[config.mk]
export PLATFORM = sky130hd
export DESIGN_NAME = iovfr_input_ov_response
export DESIGN_NICKNAME = d
export VERILOG_FILES = /design/src/iovfr_pkg.sv /design/src/iovfr_input_ov_response.sv
export SDC_FILE = /design/constraint.sdc
export NUM_CORES = 1
export LEC_CHECK = 0
export BUFFER_PORTS_ARGS = -buffer_cell sky130_fd_sc_hd__clkbuf_2
export CAP_MARGIN = 10
export CORE_MARGIN = 2
export CORE_UTILIZATION = 55
export CTS_BUF_LIST = sky130_fd_sc_hd__clkbuf_2 sky130_fd_sc_hd__clkbuf_4 sky130_fd_sc_hd__clkbuf_8
export DETAILED_ROUTE_END_ITERATION = 10
export MAX_ROUTING_LAYER = met4
export PLACE_DENSITY = 0.87
export SLEW_MARGIN = 20
export SYNTH_ARGS = -nofsm -noshare
export SYNTH_HDL_FRONTEND = slang
export SYNTH_SLANG_ARGS = --single-unit
export TNS_END_PERCENT = 20
[constraint.sdc]
create_clock -name i_clock -period 3.05 [get_ports i_clock]
set_clock_uncertainty 0.15 [all_clocks]
set_input_delay 0.4575 -clock i_clock [delete_from_list [all_inputs] [get_ports i_clock]]
set_output_delay 0.4575 -clock i_clock [all_outputs]
set_load 0.1 [all_outputs]
[src/iovfr_pkg.sv]
// Package for the input overvoltage fault response block.
// Assumes a 100 MHz core clock and command codes decoded by the serial front end.
package iovfr_pkg;
  // Command codes of the configuration and status registers.
  localparam logic [7:0] CMD_FAULT_RESPONSE = 8'h56;
  localparam logic [7:0] CMD_WARN_LIMIT = 8'h57;
  localparam logic [7:0] CMD_STATUS_WORD = 8'h79;
  localparam logic [7:0] CMD_STATUS_INPUT = 8'h7C;

  // Reset values.
  localparam logic [7:0] FAULT_RESPONSE_RESET = 8'h80;
  localparam logic [15:0] WARN_LIMIT_RESET = 16'hD360;

  // Field positions inside the fault response byte.
  localparam int RESP_MODE_HI = 7;
  localparam int RESP_MODE_LO = 6;
  localparam int RETRY_HI = 5;
  localparam int RETRY_LO = 3;
  localparam int DELAY_HI = 2;
  localparam int DELAY_LO = 0;

  // Response mode and retry encodings.
  localparam logic [1:0] MODE_DISABLE_RETRY = 2'h2;
  localparam logic [1:0] MODE_HOLD_WHILE_FAULT = 2'h3;
  localparam logic [2:0] RETRY_NONE = 3'h0;
  localparam logic [2:0] RETRY_FOREVER = 3'h7;

  // Status bit positions.
  localparam int SW_INPUT_BIT = 13;
  localparam int SW_NONE_ABOVE_BIT = 0;
  localparam int SI_OV_FAULT_BIT = 7;
  localparam int SI_OV_WARN_BIT = 6;

  // Retry delay step and its length in clock cycles.
  localparam int CLOCK_HZ = 100000000;
  localparam int RETRY_STEP_MS = 35;
  localparam int RETRY_STEP_CYCLES = (CLOCK_HZ / 1000) * RETRY_STEP_MS;

  // Sequencer states.
  typedef enum logic [2:0] {
    ST_RUN,
    ST_HOLD,
    ST_LATCHED,
    ST_RETRY_WAIT
  } iovfr_state_t;
endpackage

[src/iovfr_input_ov_response.sv]
// Input overvoltage fault response: configuration registers, status latching,
// alert line and the disable / retry sequencer for the power stage enable.
// Assumes the fault comparator arrives asynchronously, while the warning
// compare, commands and clear strobe come from logic on the same clock.
//
// Behaviour
// (RL1) An input overvoltage fault pulls the alert line low and sets its fault status bit.
// (RL2) Latched fault status bits clear only on the clear-faults command.
// (RL3) Mode 10 in bits 7:6 disables the output and applies the retry field; 00/01 are unused.
// (RL4) Mode 11 holds the output off while the fault lasts, resuming below the warning limit.
// (RL5) Retry 000 keeps the output off until faults are cleared; 001 to 110 act alike.
// (RL6) Retry 111 retries until commanded off, power is lost or another fault shuts down.
// (RL7) A restart attempt starts only once the input is below the warning limit.
// (RL8) Attempts are spaced by (bits 2:0 plus one) times 35 ms.
// (RL9) The fault response byte resets to 80h.
// (RL10) The fault response byte is one global read/write byte that honours write protection.
// (RL11) Crossing the warning limit sets the input, catch-all and warning bits and alerts.
// (RL12) The warning limit is a global two-byte write-protectable value in linear-11 form.
// (RL13) The warning limit resets to D360h.
// (RL14) The retry delay is timed by a 35 ms prescaler tick that restarts at each attempt.
`timescale 1ns/1ns
module iovfr_input_ov_response #(
  parameter int TICK_CYCLES = iovfr_pkg::RETRY_STEP_CYCLES
) (
  // Clock and reset.
  input wire logic i_clock,
  input wire logic i_resetn,
  // Command port from the serial front end.
  input wire logic i_cmd_valid,
  input wire logic i_cmd_write,
  input wire logic [7:0] i_cmd_code,
  input wire logic [15:0] i_cmd_wdata,
  input wire logic i_clear_faults,
  input wire logic i_write_protect,
  output logic [15:0] o_cmd_rdata,
  output logic o_cmd_unmapped,
  // Monitoring and power control.
  input wire logic i_vin_ov_fault,
  input wire logic i_vin_above_warn,
  input wire logic i_output_on_cmd,
  input wire logic i_other_fault_shutdown,
  output logic o_output_enable,
  output logic [15:0] o_warn_limit,
  // Status and open-drain alert.
  output logic [15:0] o_status_word,
  output logic [7:0] o_status_input,
  output logic o_serial_alert_line_out,
  output logic o_serial_alert_line_oe
);
  logic [7:0] fault_response;
  logic [15:0] warn_limit;
  logic fault_sync1;
  logic fault_sync2;
  logic fault_prev;
  logic fault_rise;
  logic warn_prev;
  logic warn_rise;
  logic ov_fault_latched;
  logic ov_warn_latched;
  logic alert_active;
  logic [31:0] prescale;
  logic tick;
  logic [3:0] tick_count;
  logic [3:0] delay_steps;
  logic delay_done;
  logic wr_en;
  iovfr_pkg::iovfr_state_t state;
  iovfr_pkg::iovfr_state_t next_state;

  // Decodes a retry field; unused values behave as no retry.
  function automatic logic retry_forever(input logic [7:0] resp);
    retry_forever = (resp[iovfr_pkg::RETRY_HI:iovfr_pkg::RETRY_LO] == iovfr_pkg::RETRY_FOREVER);
  endfunction

  // The fault comparator is asynchronous, so it passes two flops first.
  always_ff @(posedge i_clock or negedge i_resetn) begin
    if (!i_resetn) begin
      fault_sync1 <= 1'b0;
      fault_sync2 <= 1'b0;
      fault_prev <= 1'b0;
      warn_prev <= 1'b0;
    end else begin
      fault_sync1 <= i_vin_ov_fault;
      fault_sync2 <= fault_sync1;
      fault_prev <= fault_sync2;
      warn_prev <= i_vin_above_warn;
    end
  end

  // Events fire on the rising edge so that a held condition acts once.
  assign fault_rise = fault_sync2 && !fault_prev;
  assign warn_rise = i_vin_above_warn && !warn_prev;
  assign wr_en = i_cmd_valid && i_cmd_write && !i_write_protect;

  // Configuration registers; a protected write is dropped silently.
  always_ff @(posedge i_clock or negedge i_resetn) begin
    if (!i_resetn) begin
      fault_response <= iovfr_pkg::FAULT_RESPONSE_RESET; // RL9
      warn_limit <= iovfr_pkg::WARN_LIMIT_RESET; // RL13
    end else if (wr_en) begin
      if (i_cmd_code == iovfr_pkg::CMD_FAULT_RESPONSE) begin
        fault_response <= i_cmd_wdata[7:0]; // RL10
      end
      if (i_cmd_code == iovfr_pkg::CMD_WARN_LIMIT) begin
        warn_limit <= i_cmd_wdata; // RL12
      end
    end
  end

  // Sticky status bits; a new event in the clearing cycle still sets them.
  always_ff @(posedge i_clock or negedge i_resetn) begin
    if (!i_resetn) begin
      ov_fault_latched <= 1'b0;
      ov_warn_latched <= 1'b0;
    end else begin
      if (fault_rise) begin
        ov_fault_latched <= 1'b1; // RL1
      end else if (i_clear_faults) begin
        ov_fault_latched <= 1'b0; // RL2
      end
      if (warn_rise) begin
        ov_warn_latched <= 1'b1; // RL11
      end else if (i_clear_faults) begin
        ov_warn_latched <= 1'b0; // RL2
      end
    end
  end

  // Alert follows the latched bits, so it also releases only on clear.
  assign alert_active = ov_fault_latched || ov_warn_latched; // RL1
  assign o_serial_alert_line_out = 1'b0;
  assign o_serial_alert_line_oe = alert_active; // RL11

  // Status images; the input word bit and catch-all bit mirror any input event.
  always_comb begin
    o_status_input = 8'h00;
    o_status_input[iovfr_pkg::SI_OV_FAULT_BIT] = ov_fault_latched;
    o_status_input[iovfr_pkg::SI_OV_WARN_BIT] = ov_warn_latched;
    o_status_word = 16'h0000;
    o_status_word[iovfr_pkg::SW_INPUT_BIT] = alert_active; // RL11
    o_status_word[iovfr_pkg::SW_NONE_ABOVE_BIT] = alert_active; // RL11
  end

  // Prescaler for the 35 ms step; it restarts whenever a retry wait begins.
  always_ff @(posedge i_clock or negedge i_resetn) begin
    if (!i_resetn) begin
      prescale <= 32'h00000000;
      tick_count <= 4'h0;
    end else if (state != iovfr_pkg::ST_RETRY_WAIT) begin
      prescale <= 32'h00000000; // RL14
      tick_count <= 4'h0;
    end else if (tick) begin
      prescale <= 32'h00000000;
      if (!delay_done) begin
        tick_count <= tick_count + 4'h1;
      end
    end else begin
      prescale <= prescale + 32'h00000001;
    end
  end

  assign tick = (prescale == 32'(TICK_CYCLES - 1)); // RL14
  // Delay is (field + 1) steps; the count stops at the field value, so delay_done is true again only on each later tick
  // while the sequencer still waits for the input to fall below the warning limit.
  assign delay_steps = {1'b0, fault_response[iovfr_pkg::DELAY_HI:iovfr_pkg::DELAY_LO]};
  assign delay_done = (tick_count > delay_steps) || (tick && tick_count == delay_steps); // RL8

  // Sequencer: picks the response on a new fault seen in ST_RUN and decides when to resume.
  always_comb begin
    next_state = state;
    case (state)
      iovfr_pkg::ST_RUN: begin
        if (fault_rise) begin
          case (fault_response[iovfr_pkg::RESP_MODE_HI:iovfr_pkg::RESP_MODE_LO])
            iovfr_pkg::MODE_HOLD_WHILE_FAULT: begin
              next_state = iovfr_pkg::ST_HOLD; // RL4
            end
            iovfr_pkg::MODE_DISABLE_RETRY: begin
              if (retry_forever(fault_response)) begin
                next_state = iovfr_pkg::ST_RETRY_WAIT; // RL6
              end else begin
                next_state = iovfr_pkg::ST_LATCHED; // RL5
              end
            end
            default: begin
              next_state = iovfr_pkg::ST_RUN; // RL3
            end
          endcase
        end
      end
      iovfr_pkg::ST_HOLD: begin
        if (!fault_sync2 && !i_vin_above_warn) begin
          next_state = iovfr_pkg::ST_RUN; // RL4
        end
      end
      iovfr_pkg::ST_LATCHED: begin
        if (i_clear_faults && !fault_rise) begin
          next_state = iovfr_pkg::ST_RUN; // RL5
        end
      end
      iovfr_pkg::ST_RETRY_WAIT: begin
        if (!i_output_on_cmd || i_other_fault_shutdown) begin
          next_state = iovfr_pkg::ST_LATCHED; // RL6
        end else if (delay_done && !i_vin_above_warn && !fault_sync2) begin
          next_state = iovfr_pkg::ST_RUN; // RL7
        end
      end
      default: begin
        next_state = iovfr_pkg::ST_RUN;
      end
    endcase
  end

  // State register.
  always_ff @(posedge i_clock or negedge i_resetn) begin
    if (!i_resetn) begin
      state <= iovfr_pkg::ST_RUN;
    end else begin
      state <= next_state;
    end
  end

  // Output enable comes from a flop so the power stage never sees a glitch.
  always_ff @(posedge i_clock or negedge i_resetn) begin
    if (!i_resetn) begin
      o_output_enable <= 1'b0;
    end else begin
      o_output_enable <= (next_state == iovfr_pkg::ST_RUN) && i_output_on_cmd
        && !i_other_fault_shutdown; // RL3
    end
  end

  // Read port: data is registered one cycle after the request.
  always_ff @(posedge i_clock or negedge i_resetn) begin
    if (!i_resetn) begin
      o_cmd_rdata <= 16'h0000;
      o_cmd_unmapped <= 1'b0;
    end else if (i_cmd_valid) begin
      o_cmd_unmapped <= 1'b0;
      case (i_cmd_code)
        iovfr_pkg::CMD_FAULT_RESPONSE: o_cmd_rdata <= {8'h00, fault_response};
        iovfr_pkg::CMD_WARN_LIMIT: o_cmd_rdata <= warn_limit;
        iovfr_pkg::CMD_STATUS_WORD: o_cmd_rdata <= o_status_word;
        iovfr_pkg::CMD_STATUS_INPUT: o_cmd_rdata <= {8'h00, o_status_input};
        default: begin
          o_cmd_rdata <= 16'h0000;
          o_cmd_unmapped <= 1'b1;
        end
      endcase
    end else begin
      o_cmd_unmapped <= 1'b0;
    end
  end

  assign o_warn_limit = warn_limit;
endmodule

# Word-level counts from Yosys, hierarchy flattened
# Index checks and enable logic that the tools add are counted.
# word_totals
in_bits	34
output_inout_bits	60
reg_bits	87
# classes
n_mux	19
eq_ne	14
reduce_logical	31
order_cmp	1
addsub	2
# ops
operator	count
$mux 32	2
$pmux 16 s4	1
$add 32x1->32 const B	1
$eq 32x22->1 const B	1
$eq 8x7->1 const B	4
$mux 3	5
$mux 4	3
$pmux 3 s4	1
$logic_and 1x1->1	11
$logic_not 1->1	8
$eq 3x2->1 const B	2
$logic_not 3->1	2
$mux 1	6
$reduce_and 2->1	3
$reduce_bool 2->1	3
$add 4x1->4 const B	1
$eq 2x2->1 const B	2
$eq 4x3->1	1
$gt 4x3->1	1
$pmux 2 s2	1
$reduce_or 4->1	1
$eq 3x1->1 const B	1
$eq 3x3->1 const B	1
$logic_or 1x1->1	3
other kinds (2)	2

# Logic depth before layout (Yosys ltp)
# logic_depth
ltp_word	11
mapped_depth	7

# Worst setup path before layout
# OpenSTA, ideal clock, no wires.
# synth_path
kind	reg-to-reg
startpoint	reg tick_count[2]
endpoint	reg tick_count[2]
slack_ns	1.046
t_required_ns	2.820
path_stages_with_launch	7
setup_time_ns	0.080
path_buffers	0
arrival_time_ns	1.774
cell_sequence	dfrtp_1 -> ha_1 -> a211o_1 -> a31oi_1 -> nand4bb_4 -> or3_1 -> a21oi_1
# synth_between
elab_chain_cells	5
elab_cells_between_ends	10
cone_classes	1 x add/sub; 1 x order compare; 2 x eq/ne; 3 x mux; 3 x reduce/logical
# synth_rtl
item	line_no	rtl
start, declared	iovfr_input_ov_response.sv:63	logic [3:0] tick_count;
start signal, assigned	iovfr_input_ov_response.sv:155	tick_count <= tick_count + 4'h1;
branches (longest 5 deep; another with $add 4x1->4)	-	
# Parallel ways; which one is timed is not known. The select of a mux whose other input is x is not followed.
# A chain may end at the register's enable or synchronous reset.

# Final worst setup path
# layout_path
startpoint	reg fault_response[2]
endpoint	reg tick_count[2]
# layout_between
elab_chain_cells	5
elab_cells_between_ends	6
cone_classes	1 x order compare; 2 x eq/ne; 3 x reduce/logical
# layout_rtl
item	line_no	rtl
start, declared	iovfr_input_ov_response.sv:50	logic [7:0] fault_response;
start signal, assigned	iovfr_input_ov_response.sv:98	fault_response <= iovfr_pkg::FAULT_RESPONSE_RESET;
start signal, assigned	iovfr_input_ov_response.sv:102	fault_response <= i_cmd_wdata[7:0];
branches (longest 2 deep; another with $gt 4x3->1)	-	
$logic_or 1x1->1 *	iovfr_input_ov_response.sv:166	assign delay_done = (tick_count > delay_steps) || (tick && tick_count == delay_steps);
$ne 2x1->1 (no line) *	-	
$reduce_and 2->1 (no line) *	-	
# Every way passes the cells marked *.

==> run_results.csv <==
group,metric,value,unit
detailed_routing,num_vias,3277,
detailed_routing,detail_route.drc_violations,0,
synthesis,synth_enable_flop_cells,0,
synthesis,post-synth-top-area-fraction,44.8,%
floorplanning,num_io_pins,94,
timing,timing.fmax,436,MHz
synthesis,register_bit_count_reported_by_yosys,87,
timing,fin_setup_tns,0,ns
clock_network,cts_buffers,9,
synthesis,ys_async_sr_fraction,100,%
clock_network,cts_max_level,3,
global_route,overflow,0,
cells_and_area,final_util,63.5,%
setup_path,path_class,"reg2reg",
setup_path,worstSetupEndpointType,"flip-flop",
power_and_ir_drop,share_comb_of_total_power,14.4,%
cells_and_area,layoutNonFillerInstCount,597,
clock_network,clkLatencyLatePin,0.36,ns
clock_network,clk_root_buf,"clkbuf_8",
floorplanning,starting_density_of_the_core,57.0,%
synthesis,synth_seq_area_share,49.6,%
synthesis,netlist_top_cells_count,"79 x dfrtp_1, 43 x nor2_1, 34 x nand2_1",
detailed_routing,number_of_vias_per_cell_after_detailed_routing,5.49,
global_route,number_of_antenna_violations_at_the_first_check_in_global_routing,0,
cells_and_area,num-nets-final,529,
placed_design,detailedPlacementHpwl,6390,um
status,outcome,"complete, no violations",
timing,timing_hold_violations_final,0,
global_route,pin_count_of_the_biggest_net_entering_global_routing,84,
placed_design,placed_cells_incl_taps,580,
setup_path,critical_path.startpoint,"fault_response[2]$_DFFE_PN0P_",
timing,final.period_utilization,75.2,%
setup_path,worst_r2r_start,"fault_response[2]$_DFFE_PN0P_",
clock_network,path_clk_slew,0.10,ns
placed_design,gp_congestion,0.894,
power_and_ir_drop,clkPwrFrac,33.7,%
power_and_ir_drop,cellLeakagePower,2.27,nW
floorplanning,floorplan.die_area,0.00875,mm^2
synthesis,post_synth_inst_count,425,
timing,worstMarginPinSlew,0.755,ns
cells_and_area,n_antenna_cell,0,
clock_network,sink_count_of_the_clock_tree,87,
floorplanning,floorplan.rows,32,
synthesis,synth.avg_cell_area,10.4,um^2
cells_and_area,drive_gt1_share,28.9,%
clock_network,cts_buffer_depth,2,
flow_run,maxCapViolations,0,
power_and_ir_drop,p_seq_share,51.9,%
floorplanning,fp.coreArea,0.00773,mm^2
placed_design,place.port_buffers,72,
floorplanning,fp.dieW,93.5,um
timing,setup_viol,0,
synthesis,dominantRegCellSynth,"dfrtp_1",
setup_path,required_time_reported_for_the_critical_path_endpoint,3.18,ns
global_route,first_global_vias,3206,
cells_and_area,syn2layout_area_growth,11.4,%
synthesis,yosysTopAreaCell,"dfrtp_1",
synthesis,synth_warnings,0,
global_route,grt.total_usage,22.5,%
setup_path,cp_data_arrival_time,2.43,ns
timing,final.setup.worst_slack,0.756,ns
power_and_ir_drop,total_power_after_layout,0.00228,W
synthesis,largest_cells_by_area_after_synthesis,"dfrtp_1 45%, mux2_2 7.2%, dfstp_2 4.8%",
synthesis,synthesis.area,0.00441,mm^2
detailed_routing,drtIter0Drc,189,
setup_path,worst_setup_path_start_kind,"flip-flop",
detailed_routing,detail_route.wirelength,8780,um
power_and_ir_drop,power.switching,0.000730,W
synthesis,synth_cell_type_count,59,
worst_hold_path,min_from,"i_vin_ov_fault",
clock_network,tritoncts_clock_tree,"built",
clock_network,post_cts_resized,0,
setup_path,worstPathMaxFanout,4,
worst_hold_path,hold_class,"in2reg",
detailed_routing,drt.antenna.violating_nets,0,
timing,max_slew_margin,49.3,%
placed_design,pre_cts_ws,0.782,ns
timing,maxSlewViolCount,0,
power_and_ir_drop,power.density,464,mW/mm^2
detailed_routing,drt_pass1_iterations,4,
timing,rsz0062_at_grt,"false",
synthesis,yosys.cell_count.top_type,"dfrtp_1",
power_and_ir_drop,ir_drop,0.000248,V
timing,finalWorstPathRequiredPeriod,2.29,ns
floorplanning,die_y,93.5,um
power_and_ir_drop,power.share.switching,32.1,%
global_route,wire_length_of_the_first_global_routing_pass,15100,um
detailed_routing,detail_route.wl_per_cell,14.7,um
power_and_ir_drop,p_int,0.00155,W
==> critical path, cell delays in order (launching register included) <==
cell and delay (ns):
dfrtp_1 0.35, inv_1 0.06, ha_1 0.33, a211o_1 0.27, a31oi_1 0.38, nand4bb_4 0.17
or3_1 0.34, a21oi_1 0.16
==> metal layers <==
| layer | part of all wire [%] | track usage [%] | up-vias |
|---|---|---|---|
| met4 | 1.9 | 9.80 | 0 |
| met1 | 44 | 28.7 | 1597 |
| met5 | 0 | - | - |
| met3 | 6.4 | 4.59 | 19 |
| met2 | 48 | 35.1 | 115 |
| li1 | - | - | 1546 |
==> kinds of logic after synthesis <==
logic type                 synth area share [%]
xor gates and xnor gates                   5.76
buffers and inverters                      8.43
AOI/OAI and AO/OA                          5.96
adders and majority gates                  1.42
muxes                                      7.61
and+or+nand+nor                            21.1
other                                    0.0851
DFF                                        49.6
==> final cells by class <==
class | count | area, um^2
Fill cell | 601 | 2820
Tap cell | 102 | 128
Multi-Input combinational cell | 296 | 1930
Clock buffer | 10 | 138
Timing Repair Buffer | 74 | 393
Sequential cell | 87 | 2190
Inverter | 22 | 82.6
Clock inverter | 6 | 52.6
==> placed cells by master (no fill, tap or decap), types with 3 or more instances in the layout <==
| cell type | netlist | final |
|---|---|---|
| xnor2_1 | 8 | 8 |
| nor3_1 | 7 | 7 |
| clkbuf_8 | 0 | 10 |
| and3b_1 | 3 | 3 |
| inv_1 | 22 | 22 |
| and4_1 | 5 | 5 |
| and3_1 | 4 | 4 |
| ha_1 | 5 | 5 |
| a31oi_1 | 3 | 3 |
| nand2_1 | 34 | 34 |
| xor2_1 | 21 | 21 |
| o22ai_1 | 5 | 5 |
| conb_1 | 1 | 22 |
| nand4_1 | 9 | 9 |
| o21ai_0 | 11 | 11 |
| clkbuf_2 | 1 | 71 |
| nor4_1 | 6 | 6 |
| a21oi_1 | 17 | 17 |
| dfstp_2 | 8 | 8 |
| or2_2 | 3 | 3 |
| dfrtp_1 | 79 | 79 |
| nand3_1 | 21 | 21 |
| mux2_2 | 28 | 28 |
| nor2_1 | 43 | 43 |
==> repair_timing <==
action	CTS	global route
buffers inserted	0	0
hold buffers	1	0
hold endpoints to repair	4	0
==> metrics by stage <==
stage	hold WS, ns	instance area (um^2)
finish	0.0701	4910
floorplan	0.0119	4490
global placement	0.116	4710
detailed placement	0.118	4710
global route	0.0514	4910
CTS	0.0545	4910
==> sequential cells by signal, indices dropped and copies added (netlist names), 3 cells and up <==
signal	cells
prescale	32
o_warn_limit	16
state	3
fault_response	8
tick_count	4
o_cmd_rdata	16
==> power groups by stage <==
| stage | logic, W | registers, W | clock network, W |
|---|---|---|---|
| after floorplan | 0.000226 | 0.00126 | 0 |
| after global placement | 0.000326 | 0.00120 | 0 |
| after detailed placement | 0.000328 | 0.00120 | 0 |
| after CTS | 0.000329 | 0.00118 | 0.000786 |
| after global routing | 0.000344 | 0.00118 | 0.000839 |
| final | 0.000328 | 0.00118 | 0.000766 |
==> final timing paths <==
path | cells after the start | slack, ns | end
min in group asynchronous | 2 | 0.27 | o_cmd_rdata[12]$_DFFE_PN0P_
worst min register to register | 0 | 0.22 | fault_sync2$_DFF_PN0_
worst max register to register | 7 | 0.76 | tick_count[2]$_DFFE_PN0P_
max in group asynchronous | 3 | 1.84 | o_warn_limit[15]$_DFFE_PN1P_
worst min-delay path | 1 | 0.07 | fault_sync1$_DFF_PN0_
worst max-delay path | 7 | 0.76 | tick_count[2]$_DFFE_PN0P_
(Power assumes the default switching activity.)
